`src/pkg/resolver_output_pkg.sv`:
```
// Shared constants for the resolver position output port
package resolver_output_pkg;
  localparam int CLK_PERIOD_NS = 40;
  localparam int UPDATE_PERIOD_NS = 100;
  localparam int UPDATE_RAW = UPDATE_PERIOD_NS / CLK_PERIOD_NS;
  localparam int UPDATE_CYCLES = (UPDATE_RAW < 1) ? 1 : UPDATE_RAW;
  localparam int STROBE_DELAY_NS = 25;
  localparam int STROBE_DELAY_CYCLES =
    (STROBE_DELAY_NS + CLK_PERIOD_NS - 1) / CLK_PERIOD_NS;
  localparam int RES_HI = 12;
  localparam int RES_LO = 10;
  localparam int DAC_W = 10;
  localparam int DAC_SHIFT = RES_HI - DAC_W;
  localparam int ADDR_W = 4;
  localparam int DATA_W = 16;
  localparam logic [3:0] CONFIG_OFFSET = 4'h0;
  localparam logic [3:0] ANGLE_OFFSET = 4'h4;
  localparam logic [3:0] VELOCITY_OFFSET = 4'h8;
  localparam logic [3:0] PORT_STATUS_OFFSET = 4'hC;
  localparam int POLE_LSB = 0;
  localparam int POLE_W = 2;
  localparam logic [1:0] POLE_RESET = 2'h0;
  localparam int COMM_STEPS_PER_POLE = 12;
  localparam int COMM_PATTERNS = 6;
  localparam int COMM_W = 6;
  localparam int QUAD_A_BIT = 6;
  localparam int QUAD_B_BIT = 7;
  localparam int INDEX_BIT = 8;
  localparam int ENC_BITS = 9;
  localparam int STAT_FORM_BIT = 0;
  localparam int STAT_RES_BIT = 1;
  localparam int STAT_HOLD_BIT = 2;
  localparam int STAT_LOOP_BIT = 3;
  localparam int STAT_CAL_BIT = 4;
  localparam int STAT_SEL_LSB = 5;
  typedef enum logic [1:0] {
    QTY_OFF_LOW = 2'b00,
    QTY_VELOCITY = 2'b01,
    QTY_ANGLE = 2'b10,
    QTY_OFF_HIGH = 2'b11
  } quantity_e;
endpackage

```
`src/rtl/update_tick.sv`:
```
// Update-rate enable pulse divider
module update_tick #(
  parameter int PERIOD = resolver_output_pkg::UPDATE_CYCLES
) (
  input wire logic clk_in,
  input wire logic nrst_in,
  output logic tick_out
);
  localparam int CW = (PERIOD < 2) ? 1 : $clog2(PERIOD);
  localparam logic [CW-1:0] LAST = CW'(PERIOD - 1);

  typedef struct packed {
    logic [CW-1:0] count;
    logic tick;
  } tick_state_s;

  tick_state_s state_reg;
  tick_state_s state_next;

  generate
    if (PERIOD < 2)
    begin : g_bad_period
      $error("update_tick needs PERIOD of at least 2");
    end
  endgenerate

  always_comb
  begin
    state_next = state_reg;
    state_next.tick = 1'b0;
    if (state_reg.count == LAST)
    begin
      state_next.count = '0;
      state_next.tick = 1'b1;
    end
    else
    begin
      state_next.count = state_reg.count + CW'(1);
    end
  end

  always_ff @(posedge clk_in)
  begin
    if (!nrst_in)
    begin
      state_reg <= '0;
    end
    else
    begin
      state_reg <= state_next;
    end
  end

  assign tick_out = state_reg.tick;
endmodule // update_tick

```
`src/rtl/commutation_sector.sv`:
```
// Commutation pattern from angle code and pole multiplier
module commutation_sector (
  input wire logic [11:0] angle_in,
  input wire logic res12_in,
  input wire logic [1:0] pole_code_in,
  output logic [5:0] comm_out
);
  // Sector product fits 18 bits: 4095 * 12 * 4
  logic [17:0] product;
  logic [17:0] sector;
  logic [3:0] step;
  logic [2:0] base_idx;
  logic [2:0] late_idx;

  function automatic logic [2:0] hall(input logic [2:0] idx);
    unique case (idx)
      3'h0: hall = 3'b001;
      3'h1: hall = 3'b011;
      3'h2: hall = 3'b010;
      3'h3: hall = 3'b110;
      3'h4: hall = 3'b100;
      3'h5: hall = 3'b101;
      default: hall = 3'b000;
    endcase
  endfunction

  always_comb
  begin
    product = 18'(angle_in) * 18'(resolver_output_pkg::COMM_STEPS_PER_POLE)
      * (18'(pole_code_in) + 18'h0_0001);
    sector = res12_in ? (product >> resolver_output_pkg::RES_HI)
                      : (product >> resolver_output_pkg::RES_LO);
    step = 4'(sector % 18'(2 * resolver_output_pkg::COMM_PATTERNS));
    // Second triplet leads by one step so every step changes a line
    base_idx = 3'(step >> 1);
    late_idx = 3'(((step + 4'h1) >> 1) % 4'h6);
    comm_out = {hall(late_idx), hall(base_idx)};
  end
endmodule // commutation_sector

```
`src/rtl/resolver_position_output_port.sv`:
```
// Parallel, encoder and readback output port of the resolver converter
//
// The plain strobed port and the placing of the registers are this design's own decisions.
module resolver_position_output_port #(
  parameter int RES_W = resolver_output_pkg::RES_HI,
  parameter int UPDATE_CYCLES = resolver_output_pkg::UPDATE_CYCLES
) (
  input wire logic clk_in,
  input wire logic nrst_in,
  input wire logic output_form_select_in,
  input wire logic resolution_select_in,
  input wire logic quantity_select_0_in,
  input wire logic quantity_select_1_in,
  input wire logic hold_input_in,
  input wire logic loop_enable_in,
  input wire logic offset_cal_active_in,
  input wire logic [RES_W-1:0] angle_in,
  input wire logic [RES_W-1:0] velocity_in,
  input wire logic [3:0] reg_addr_in,
  input wire logic [15:0] reg_wdata_in,
  input wire logic reg_write_in,
  input wire logic reg_read_in,
  output logic [15:0] reg_rdata_out,
  output logic [RES_W-1:0] result_bus_out,
  output logic [RES_W-1:0] result_bus_oe_out,
  output logic result_strobe_out,
  output logic result_strobe_oe_out,
  output logic quad_a_out,
  output logic quad_b_out,
  output logic index_out,
  output logic [9:0] dac_code_out
);
  localparam int DW = resolver_output_pkg::DATA_W;
  localparam int DACW = resolver_output_pkg::DAC_W;
  localparam int PW = resolver_output_pkg::POLE_W;

  typedef struct packed {
    logic [RES_W-1:0] angle;
    logic [RES_W-1:0] velocity;
    logic [RES_W-1:0] bus_data;
    logic [RES_W-1:0] bus_oe;
    logic [RES_W-1:0] bus_out;
    logic hold_prev;
    logic [1:0] held_sel;
    logic bus_updated;
    logic strobe;
    logic strobe_oe;
    logic quad_a;
    logic quad_b;
    logic index;
    logic [DACW-1:0] dac;
    logic [PW-1:0] pole_code;
    logic [DW-1:0] rdata;
  } port_state_s;

  port_state_s state_reg;
  port_state_s state_next;

  logic tick;
  logic [5:0] comm;
  logic [1:0] live_sel;
  logic hold_fall;
  logic angle_zero;
  logic [RES_W-1:0] angle_word;
  logic [RES_W-1:0] velocity_word;
  logic [RES_W-1:0] enc_word;
  logic [1:0] quad_phase;
  logic [DW-1:0] status_word;

  generate
    if (RES_W != resolver_output_pkg::RES_HI)
    begin : g_bad_width
      $error("result width must be 12");
    end
    if (UPDATE_CYCLES <= resolver_output_pkg::STROBE_DELAY_CYCLES)
    begin : g_bad_rate
      $error("update period must exceed strobe delay");
    end
    if (resolver_output_pkg::DAC_SHIFT + DACW != RES_W)
    begin : g_bad_dac
      $error("converter slice must end at the result MSB");
    end
    if (resolver_output_pkg::ENC_BITS > RES_W)
    begin : g_bad_enc
      $error("encoder image wider than result bus");
    end
  endgenerate

  // Rate rounds down to whole clocks, so updates come a little early
  update_tick #(
    .PERIOD(UPDATE_CYCLES)
  ) u_tick (
    .clk_in(clk_in),
    .nrst_in(nrst_in),
    .tick_out(tick)
  );

  commutation_sector u_comm (
    .angle_in(state_reg.angle),
    .res12_in(resolution_select_in),
    .pole_code_in(state_reg.pole_code),
    .comm_out(comm)
  );

  // Result words as driven onto the bus
  always_comb
  begin
    if (resolution_select_in)
    begin
      angle_word = state_reg.angle;
      velocity_word = state_reg.velocity;
    end
    else
    begin
      // Angle never negative, so its upper bits stay zero
      angle_word = {2'b00, state_reg.angle[RES_W-3:0]};
      velocity_word = {{2{state_reg.velocity[RES_W-3]}},
        state_reg.velocity[RES_W-3:0]};
    end
  end

  // Quadrature and index from the current angle code
  always_comb
  begin
    // Two low bits give four states per pulse at either resolution
    quad_phase = state_reg.angle[1:0];
    if (resolution_select_in)
    begin
      angle_zero = (state_reg.angle == '0);
    end
    else
    begin
      angle_zero = (state_reg.angle[RES_W-3:0] == '0);
    end
  end

  // Encoder-mode bus image
  always_comb
  begin
    enc_word = '0;
    enc_word[resolver_output_pkg::COMM_W-1:0] = comm;
    enc_word[resolver_output_pkg::QUAD_A_BIT] = state_reg.quad_a;
    enc_word[resolver_output_pkg::QUAD_B_BIT] = state_reg.quad_b;
    enc_word[resolver_output_pkg::INDEX_BIT] = state_reg.index;
  end

  always_comb
  begin
    live_sel = {quantity_select_1_in, quantity_select_0_in};
    // Pins are synchronous, so last cycle's level finds the edge
    hold_fall = state_reg.hold_prev && !hold_input_in;
  end

  // Port status readback
  always_comb
  begin
    status_word = '0;
    status_word[resolver_output_pkg::STAT_FORM_BIT] = output_form_select_in;
    status_word[resolver_output_pkg::STAT_RES_BIT] = resolution_select_in;
    status_word[resolver_output_pkg::STAT_HOLD_BIT] = hold_input_in;
    status_word[resolver_output_pkg::STAT_LOOP_BIT] = loop_enable_in;
    status_word[resolver_output_pkg::STAT_CAL_BIT] = offset_cal_active_in;
    status_word[resolver_output_pkg::STAT_SEL_LSB +: 2] = state_reg.held_sel;
  end

  always_comb
  begin
    state_next = state_reg;
    state_next.bus_updated = 1'b0;
    state_next.rdata = '0;
    state_next.hold_prev = hold_input_in;

    // Samples refresh at the update rate
    if (tick)
    begin
      state_next.angle = angle_in;
      state_next.velocity = velocity_in;
    end

    // Quantity choice: live while tracking, frozen at the hold fall
    if (hold_input_in)
    begin
      state_next.held_sel = live_sel;
    end
    else if (hold_fall)
    begin
      state_next.held_sel = live_sel;
    end

    // Parallel data follows each sample only while hold is high
    if (hold_input_in && tick)
    begin
      unique case (resolver_output_pkg::quantity_e'(live_sel))
        resolver_output_pkg::QTY_ANGLE:
        begin
          state_next.bus_data = angle_word;
        end
        resolver_output_pkg::QTY_VELOCITY:
        begin
          state_next.bus_data = velocity_word;
        end
        resolver_output_pkg::QTY_OFF_LOW,
        resolver_output_pkg::QTY_OFF_HIGH:
        begin
          state_next.bus_data = state_reg.bus_data;
        end
      endcase
      state_next.bus_updated = 1'b1;
    end
    else if (hold_fall)
    begin
      // Catch the quantity chosen at the falling edge
      unique case (resolver_output_pkg::quantity_e'(live_sel))
        resolver_output_pkg::QTY_ANGLE:
        begin
          state_next.bus_data = angle_word;
        end
        resolver_output_pkg::QTY_VELOCITY:
        begin
          state_next.bus_data = velocity_word;
        end
        resolver_output_pkg::QTY_OFF_LOW,
        resolver_output_pkg::QTY_OFF_HIGH:
        begin
          state_next.bus_data = state_reg.bus_data;
        end
      endcase
    end

    // Driver enables follow the live select pins
    // Released codes drop drivers in both forms so devices share a bus
    unique case (resolver_output_pkg::quantity_e'(live_sel))
      resolver_output_pkg::QTY_ANGLE,
      resolver_output_pkg::QTY_VELOCITY:
      begin
        if (output_form_select_in)
        begin
          state_next.bus_oe = '1;
        end
        else
        begin
          state_next.bus_oe = RES_W'((1 << resolver_output_pkg::ENC_BITS)
            - 1);
        end
      end
      resolver_output_pkg::QTY_OFF_LOW,
      resolver_output_pkg::QTY_OFF_HIGH:
      begin
        state_next.bus_oe = '0;
      end
    endcase

    // Bus image chosen by output form
    // One register for both images, so a form change never glitches
    if (output_form_select_in)
    begin
      state_next.bus_out = state_next.bus_data;
    end
    else
    begin
      state_next.bus_out = enc_word;
    end

    // Strobe one cycle after a bus change, gated by every stop condition
    state_next.strobe = state_reg.bus_updated && output_form_select_in
      && hold_input_in && loop_enable_in
      && !offset_cal_active_in;
    state_next.strobe_oe = output_form_select_in;

    // Encoder signals run in both forms on their own pins
    state_next.quad_a = quad_phase[1];
    state_next.quad_b = quad_phase[1] ^ quad_phase[0];
    state_next.index = angle_zero;

    // Converter takes the top ten result bits at 12-bit resolution
    if (resolution_select_in)
    begin
      state_next.dac = state_reg.angle[RES_W-1:
        resolver_output_pkg::DAC_SHIFT];
    end
    else
    begin
      state_next.dac = state_reg.angle[DACW-1:0];
    end

    // Register port
    if (reg_write_in
      && reg_addr_in == resolver_output_pkg::CONFIG_OFFSET)
    begin
      state_next.pole_code =
        reg_wdata_in[resolver_output_pkg::POLE_LSB +: PW];
    end
    if (reg_read_in)
    begin
      unique case (reg_addr_in)
        resolver_output_pkg::CONFIG_OFFSET:
        begin
          state_next.rdata[resolver_output_pkg::POLE_LSB +: PW] =
            state_reg.pole_code;
        end
        resolver_output_pkg::ANGLE_OFFSET:
        begin
          state_next.rdata = DW'(angle_word);
        end
        resolver_output_pkg::VELOCITY_OFFSET:
        begin
          // Sign carried up through the full readback word
          state_next.rdata = DW'(signed'(velocity_word));
        end
        resolver_output_pkg::PORT_STATUS_OFFSET:
        begin
          state_next.rdata = status_word;
        end
        default:
        begin
          state_next.rdata = '0;
        end
      endcase
    end
  end

  always_ff @(posedge clk_in)
  begin
    if (!nrst_in)
    begin
      state_reg <= '0;
      state_reg.pole_code <= resolver_output_pkg::POLE_RESET;
      state_reg.held_sel <= resolver_output_pkg::QTY_OFF_LOW;
    end
    else
    begin
      state_reg <= state_next;
    end
  end

  assign result_bus_out = state_reg.bus_out;
  assign reg_rdata_out = state_reg.rdata;
  assign result_bus_oe_out = state_reg.bus_oe;
  assign result_strobe_out = state_reg.strobe;
  assign result_strobe_oe_out = state_reg.strobe_oe;
  assign quad_a_out = state_reg.quad_a;
  assign quad_b_out = state_reg.quad_b;
  assign index_out = state_reg.index;
  assign dac_code_out = state_reg.dac;
endmodule // resolver_position_output_port

```
`config.mk`:
```
export PLATFORM = sky130hd
export DESIGN_NAME = resolver_position_output_port
export DESIGN_NICKNAME = d
export VERILOG_FILES = /design/src/pkg/resolver_output_pkg.sv /design/src/rtl/update_tick.sv /design/src/rtl/commutation_sector.sv /design/src/rtl/resolver_position_output_port.sv
export SDC_FILE = /design/constraint.sdc
export NUM_CORES = 1
export LEC_CHECK = 0
export ABC_CLOCK_PERIOD_IN_PS = 16170
export BUFFER_PORTS_ARGS = -buffer_cell sky130_fd_sc_hd__buf_4
export CAP_MARGIN = 20
export CORE_ASPECT_RATIO = 1.75
export CORE_MARGIN = 10
export CORE_UTILIZATION = 55
export DETAILED_ROUTE_END_ITERATION = 6
export HOLD_SLACK_MARGIN = 0.05
export PLACE_DENSITY = 0.79
export SLEW_MARGIN = 10
export SYNTH_ARGS = -nofsm -noshare
export SYNTH_HDL_FRONTEND = slang
export SYNTH_HIERARCHICAL = 1
export SYNTH_SLANG_ARGS = --single-unit
```
`constraint.sdc`:
```
create_clock -name clk_in -period 16.17 [get_ports clk_in]
set_input_delay 1.617 -clock clk_in [delete_from_list [all_inputs] [get_ports clk_in]]
set_output_delay 1.617 -clock clk_in [all_outputs]
set_load 0.01 [all_outputs]
```
==> flow_summary.rst <==
.. list-table::
   :header-rows: 1

   * - Metric
     - Value
   * - Outcome
     - completed
   * - Synth Net Count
     - 824
   * - Initial cell density of the core
     - 55.67%
   * - Post-synthesis register bit count
     - 86
   * - Area fraction of the dominant cell type after synthesis
     - 28.01%
   * - Critical Path Max Stage Delay
     - 610 ps
   * - Number of nets in the layout
     - 848
   * - Synth Area in Compound Gates
     - 20.36%
   * - Post-synthesis area per instance
     - 8.501 sq um
   * - Root Buffer Master
     - sky130_fd_sc_hd__clkbuf_16
   * - Layout Skew
     - 6.701 ps
   * - Post-route cell area
     - 0.006815 sq mm
   * - Sequential standard cell area
     - 0.001722 sq mm
   * - Slowest stage cell on the critical path
     - sky130_fd_sc_hd__dfxtp_1
   * - Hold Path Cell Cnt
     - 1
   * - Number of synthesized flops with an enable pin
     - 0
   * - Share of flip-flops with an asynchronous set or reset
     - 0%
   * - Count of boundary I/O pins
     - 110
   * - Count of instances resized after the clock tree is built
     - 0
   * - Clock transition at the register clock pins on the worst setup and hold paths after CTS
     - 60 ps
   * - Post-synthesis instance area
     - 0.006146 sq mm
   * - Worst r2r dst
     - result_bus_out[3]
   * - Leftover overflow at the end of global routing
     - 0
   * - Area Growth Syn to Fin
     - 10.89%
   * - Antenna Nets Post-Route
     - 0
   * - Data arrival time at the worst-slack endpoint
     - 8920 ps
   * - Total Neg Setup Slack
     - 0 ps
   * - Setup slack of the most critical reg-to-reg path
     - 7500 ps
   * - Share of the yosys chip area belonging to registers
     - 28.01%
   * - Mux share of post-synthesis cell area
     - 8.734%
   * - DRC
     - 0
   * - Maximum clock path buffer count
     - 2
   * - Cts-stage hold buffer count
     - 0
   * - Pin count of the biggest net entering global routing
     - 37
   * - Cells after Synth
     - 723
   * - Post-layout utilization of the core
     - 61.74%
   * - Class of the most critical setup path
     - register to register
   * - Number of port buffers
     - 95
   * - Largest family of logic cells by synthesized area
     - compound AO/OA/AOI/OAI gates
   * - Synth cell types
     - 80
   * - 1st-iter DRT viols
     - 302
   * - Total count of max-transition violations in the final report
     - 0
   * - Routed met1 length
     - 5653 um
   * - Total CTS buffers
     - 9
   * - Num rows
     - 51
   * - Total power per unit cell area
     - 78.54 mW/mm^2
   * - Max Clk Rate
     - 115.4 MHz
   * - Number of failing hold endpoints at the final stage
     - 0
   * - DIE WIDTH
     - 99.91 um
   * - Diodes inserted
     - 0
   * - Max_cap viols
     - 0
   * - Average wire per standard cell
     - 18.09 um
   * - Area leader, netlist
     - sky130_fd_sc_hd__dfxtp_1
   * - Total detailed-routing wirelength
     - 15990 um
   * - CP Max Fanout
     - 9
   * - Max-Slew Margin vs Limit
     - 45.44%
   * - Clock latency at the later pin of the worst-skew pair
     - 340 ps
   * - Gpl congestion
     - 0.8552
   * - Detailed-routed wire length on met3
     - 654 um
   * - Total of warnings raised by yosys
     - 6
   * - Overall Global Routing Usage
     - 19.66%
   * - Worst min-delay path category
     - register to register
   * - Iteration count of the initial detailed-routing pass
     - 5
   * - Fraction of final layout cells sized beyond drive strength 1
     - 19.55%
   * - Dpl cell area
     - 0.006481 sq mm
   * - Vias per inst
     - 5.948
   * - Flip-flop cell with the highest count after synthesis
     - sky130_fd_sc_hd__dfxtp_1
   * - Met2 Wirelength
     - 8625 um
   * - H-tree levels
     - 3
   * - Logic depth of the worst register-to-register path
     - 37
   * - Total area of multi-input combinational cells
     - 0.003746 sq mm
   * - Total setup violations reported at the end of the flow
     - 0
   * - Unrepaired setup endpoints after global routing
     - no
   * - TritonCTS clock tree
     - yes
   * - Total Power Consumption
     - 535.3 uW
   * - Initial antenna violation count
     - 0
   * - Crit share post-route
     - 53.60%
   * - Fraction of the mapped netlist area in simple logic gates
     - 19.06%
   * - Core area
     - 0.01104 sq mm
   * - Leakage Power
     - 0.002997 uW
   * - Via count of the first global-routing pass
     - 5326
   * - Synth Area in Adders
     - 10.95%
   * - Post-synthesis share of cell area spent on xor and xnor gates
     - 1.853%
   * - Overall die area
     - 0.01597 sq mm
   * - Clk sinks
     - 86
   * - Worst Path Required
     - 16430 ps
   * - Minimum clock period
     - 8667 ps
   * - Transition time at the pin with the least slew margin
     - 815.5 ps
   * - Fill cell count
     - 956
   * - Largest voltage drop on the vdd net
     - 0.07929 mV
   * - DR top layer
     - met4
   * - Die Span Y
     - 159.8 um
   * - Setup crit start
     - state_reg[87]
   * - Number of flip-flops under the largest register name
     - 40
   * - Termination of the worst setup path
     - result_bus_out[3]
   * - Ranking of synthesized cells by area
     - sky130_fd_sc_hd__dfxtp_1, sky130_fd_sc_hd__ha_1, sky130_fd_sc_hd__mux2i_1, sky130_fd_sc_hd__buf_4, sky130_fd_sc_hd__nor2_1
   * - First-pass GRT wire length
     - 25820 um
   * - Number of setup buffers added after CTS
     - 0
   * - Reg2reg start
     - state_reg[87]
   * - DR vias
     - 5258
   * - Endpoint kind of the worst setup timing path
     - register
   * - Critical path launch point type
     - register
   * - Half-perimeter wire length after placement
     - 12510 um
-- area by class of cell --
cell class | count | area share, %
inverter | 32 | 1.762
clock inverter | 5 | 1.193
clock buffer | 11 | 3.708
tap | 132 | 2.423
multi-input combinational | 521 | 54.97
timing repair buffer | 97 | 10.68
sequential | 86 | 25.26
-- cells by family after synthesis --
| kind of cell | after synthesis |
|---|---|
| and+or+nand+nor | 240 |
| AOI/OAI and AO/OA | 171 |
| buffers and inverters | 116 |
| DFF | 86 |
| muxes | 51 |
| adders and majority gates | 46 |
| xor gates and xnor gates | 13 |
-- synth_stat cells (4+ instances only) --
master and count:
sky130_fd_sc_hd__dfxtp_1 86, sky130_fd_sc_hd__xnor2_1 8, sky130_fd_sc_hd__o21ai_0 23, sky130_fd_sc_hd__a21oi_2 5, sky130_fd_sc_hd__nor2b_1 11, sky130_fd_sc_hd__mux2i_1 39
sky130_fd_sc_hd__nand3b_1 11, sky130_fd_sc_hd__o21ai_1 11, sky130_fd_sc_hd__and2_1 15, sky130_fd_sc_hd__mux2_2 11, sky130_fd_sc_hd__clkbuf_1 19, sky130_fd_sc_hd__nand4_1 4
sky130_fd_sc_hd__nand2_1 55, sky130_fd_sc_hd__fa_1 13, sky130_fd_sc_hd__a21oi_1 34, sky130_fd_sc_hd__a211oi_1 5, sky130_fd_sc_hd__inv_1 31, sky130_fd_sc_hd__o21bai_1 4
sky130_fd_sc_hd__a22oi_1 8, sky130_fd_sc_hd__ha_1 33, sky130_fd_sc_hd__nor2_1 84, sky130_fd_sc_hd__buf_4 52, sky130_fd_sc_hd__nor3_1 8, sky130_fd_sc_hd__buf_6 5
sky130_fd_sc_hd__buf_2 8, sky130_fd_sc_hd__and3_1 5, sky130_fd_sc_hd__a31oi_1 10, sky130_fd_sc_hd__nand3_1 14, sky130_fd_sc_hd__or3_1 5, sky130_fd_sc_hd__o21a_1 6
sky130_fd_sc_hd__a21o_1 20, sky130_fd_sc_hd__xor2_1 5, sky130_fd_sc_hd__nand2b_1 10
-- stage by stage --
stage | hold WS, ps | instances | worst slack [ps]
global route | 495.2 | 884 | 6727
CTS | 473.8 | 884 | 7584
floorplan | 428.5 | 723 | 8717
finish | 465.9 | 884 | 7503
global placement | 447.3 | 868 | 7922
detailed placement | 467.9 | 868 | 7617
-- power breakdown --
group          switching, uW  internal, uW
Clock                   80.3           144
Combinational           47.2          37.4
Sequential              7.71           219
Total                    135           400
-- per-layer routing --
layer  vias up  track usage (%)
li1       2539                -
met1      2463            18.86
met4         0            14.01
met5         -                0
met3        67            2.894
met2       189            36.33
-- placed cells by master, fill, tap and decap left out, types with 4 or more instances in the layout --
master,netlist,layout
sky130_fd_sc_hd__buf_4,52,97
sky130_fd_sc_hd__dfxtp_1,86,86
sky130_fd_sc_hd__nor2_1,84,84
sky130_fd_sc_hd__nand2_1,55,55
sky130_fd_sc_hd__mux2i_1,39,39
sky130_fd_sc_hd__a21oi_1,34,34
sky130_fd_sc_hd__ha_1,33,33
sky130_fd_sc_hd__inv_1,31,31
sky130_fd_sc_hd__o21ai_0,23,23
sky130_fd_sc_hd__a21o_1,20,20
sky130_fd_sc_hd__and2_1,15,15
sky130_fd_sc_hd__nand3_1,14,14
sky130_fd_sc_hd__fa_1,13,13
sky130_fd_sc_hd__nor2b_1,11,11
sky130_fd_sc_hd__mux2_2,11,11
sky130_fd_sc_hd__nand3b_1,11,11
sky130_fd_sc_hd__o21ai_1,11,11
sky130_fd_sc_hd__nand2b_1,10,10
sky130_fd_sc_hd__a31oi_1,10,10
sky130_fd_sc_hd__clkbuf_16,0,9
sky130_fd_sc_hd__nor3_1,8,8
sky130_fd_sc_hd__a22oi_1,8,8
sky130_fd_sc_hd__xnor2_1,8,8
sky130_fd_sc_hd__o21a_1,6,6
sky130_fd_sc_hd__and3_1,5,5
sky130_fd_sc_hd__xor2_1,5,5
sky130_fd_sc_hd__a21oi_2,5,5
sky130_fd_sc_hd__or3_1,5,5
sky130_fd_sc_hd__a211oi_1,5,5
sky130_fd_sc_hd__nand4_1,4,4
sky130_fd_sc_hd__o21bai_1,4,4
-- critical path, delay by kind of cell, from the launching register on --
family	cells	cell delay, ps
adder cells (fa/ha/maj)	4	1410
XOR/XNOR	1	220
buffers and inverters	1	40
multiplexers	1	410
flip-flops	1	610
AND/OR/NAND/NOR	10	1620
AO/OA/AOI/OAI	20	4270
-- worst min-delay path by stage --
| stage | slack (ps) | end | start |
|---|---|---|---|
| 2_1_floorplan | 430 | state_reg[34] | state_reg[34] |
| 3_3_place_gp | 450 | u_tick/tick_out | u_tick/state_reg[1] |
| 3_5_place_dp | 470 | u_tick/tick_out | u_tick/state_reg[1] |
| 4_1_cts | 470 | u_tick/tick_out | u_tick/state_reg[1] |
| 5_1_grt | 500 | u_tick/tick_out | u_tick/state_reg[1] |
| 6_report | 470 | u_tick/tick_out | u_tick/state_reg[1] |
Power figures use the tool's default switching activity.
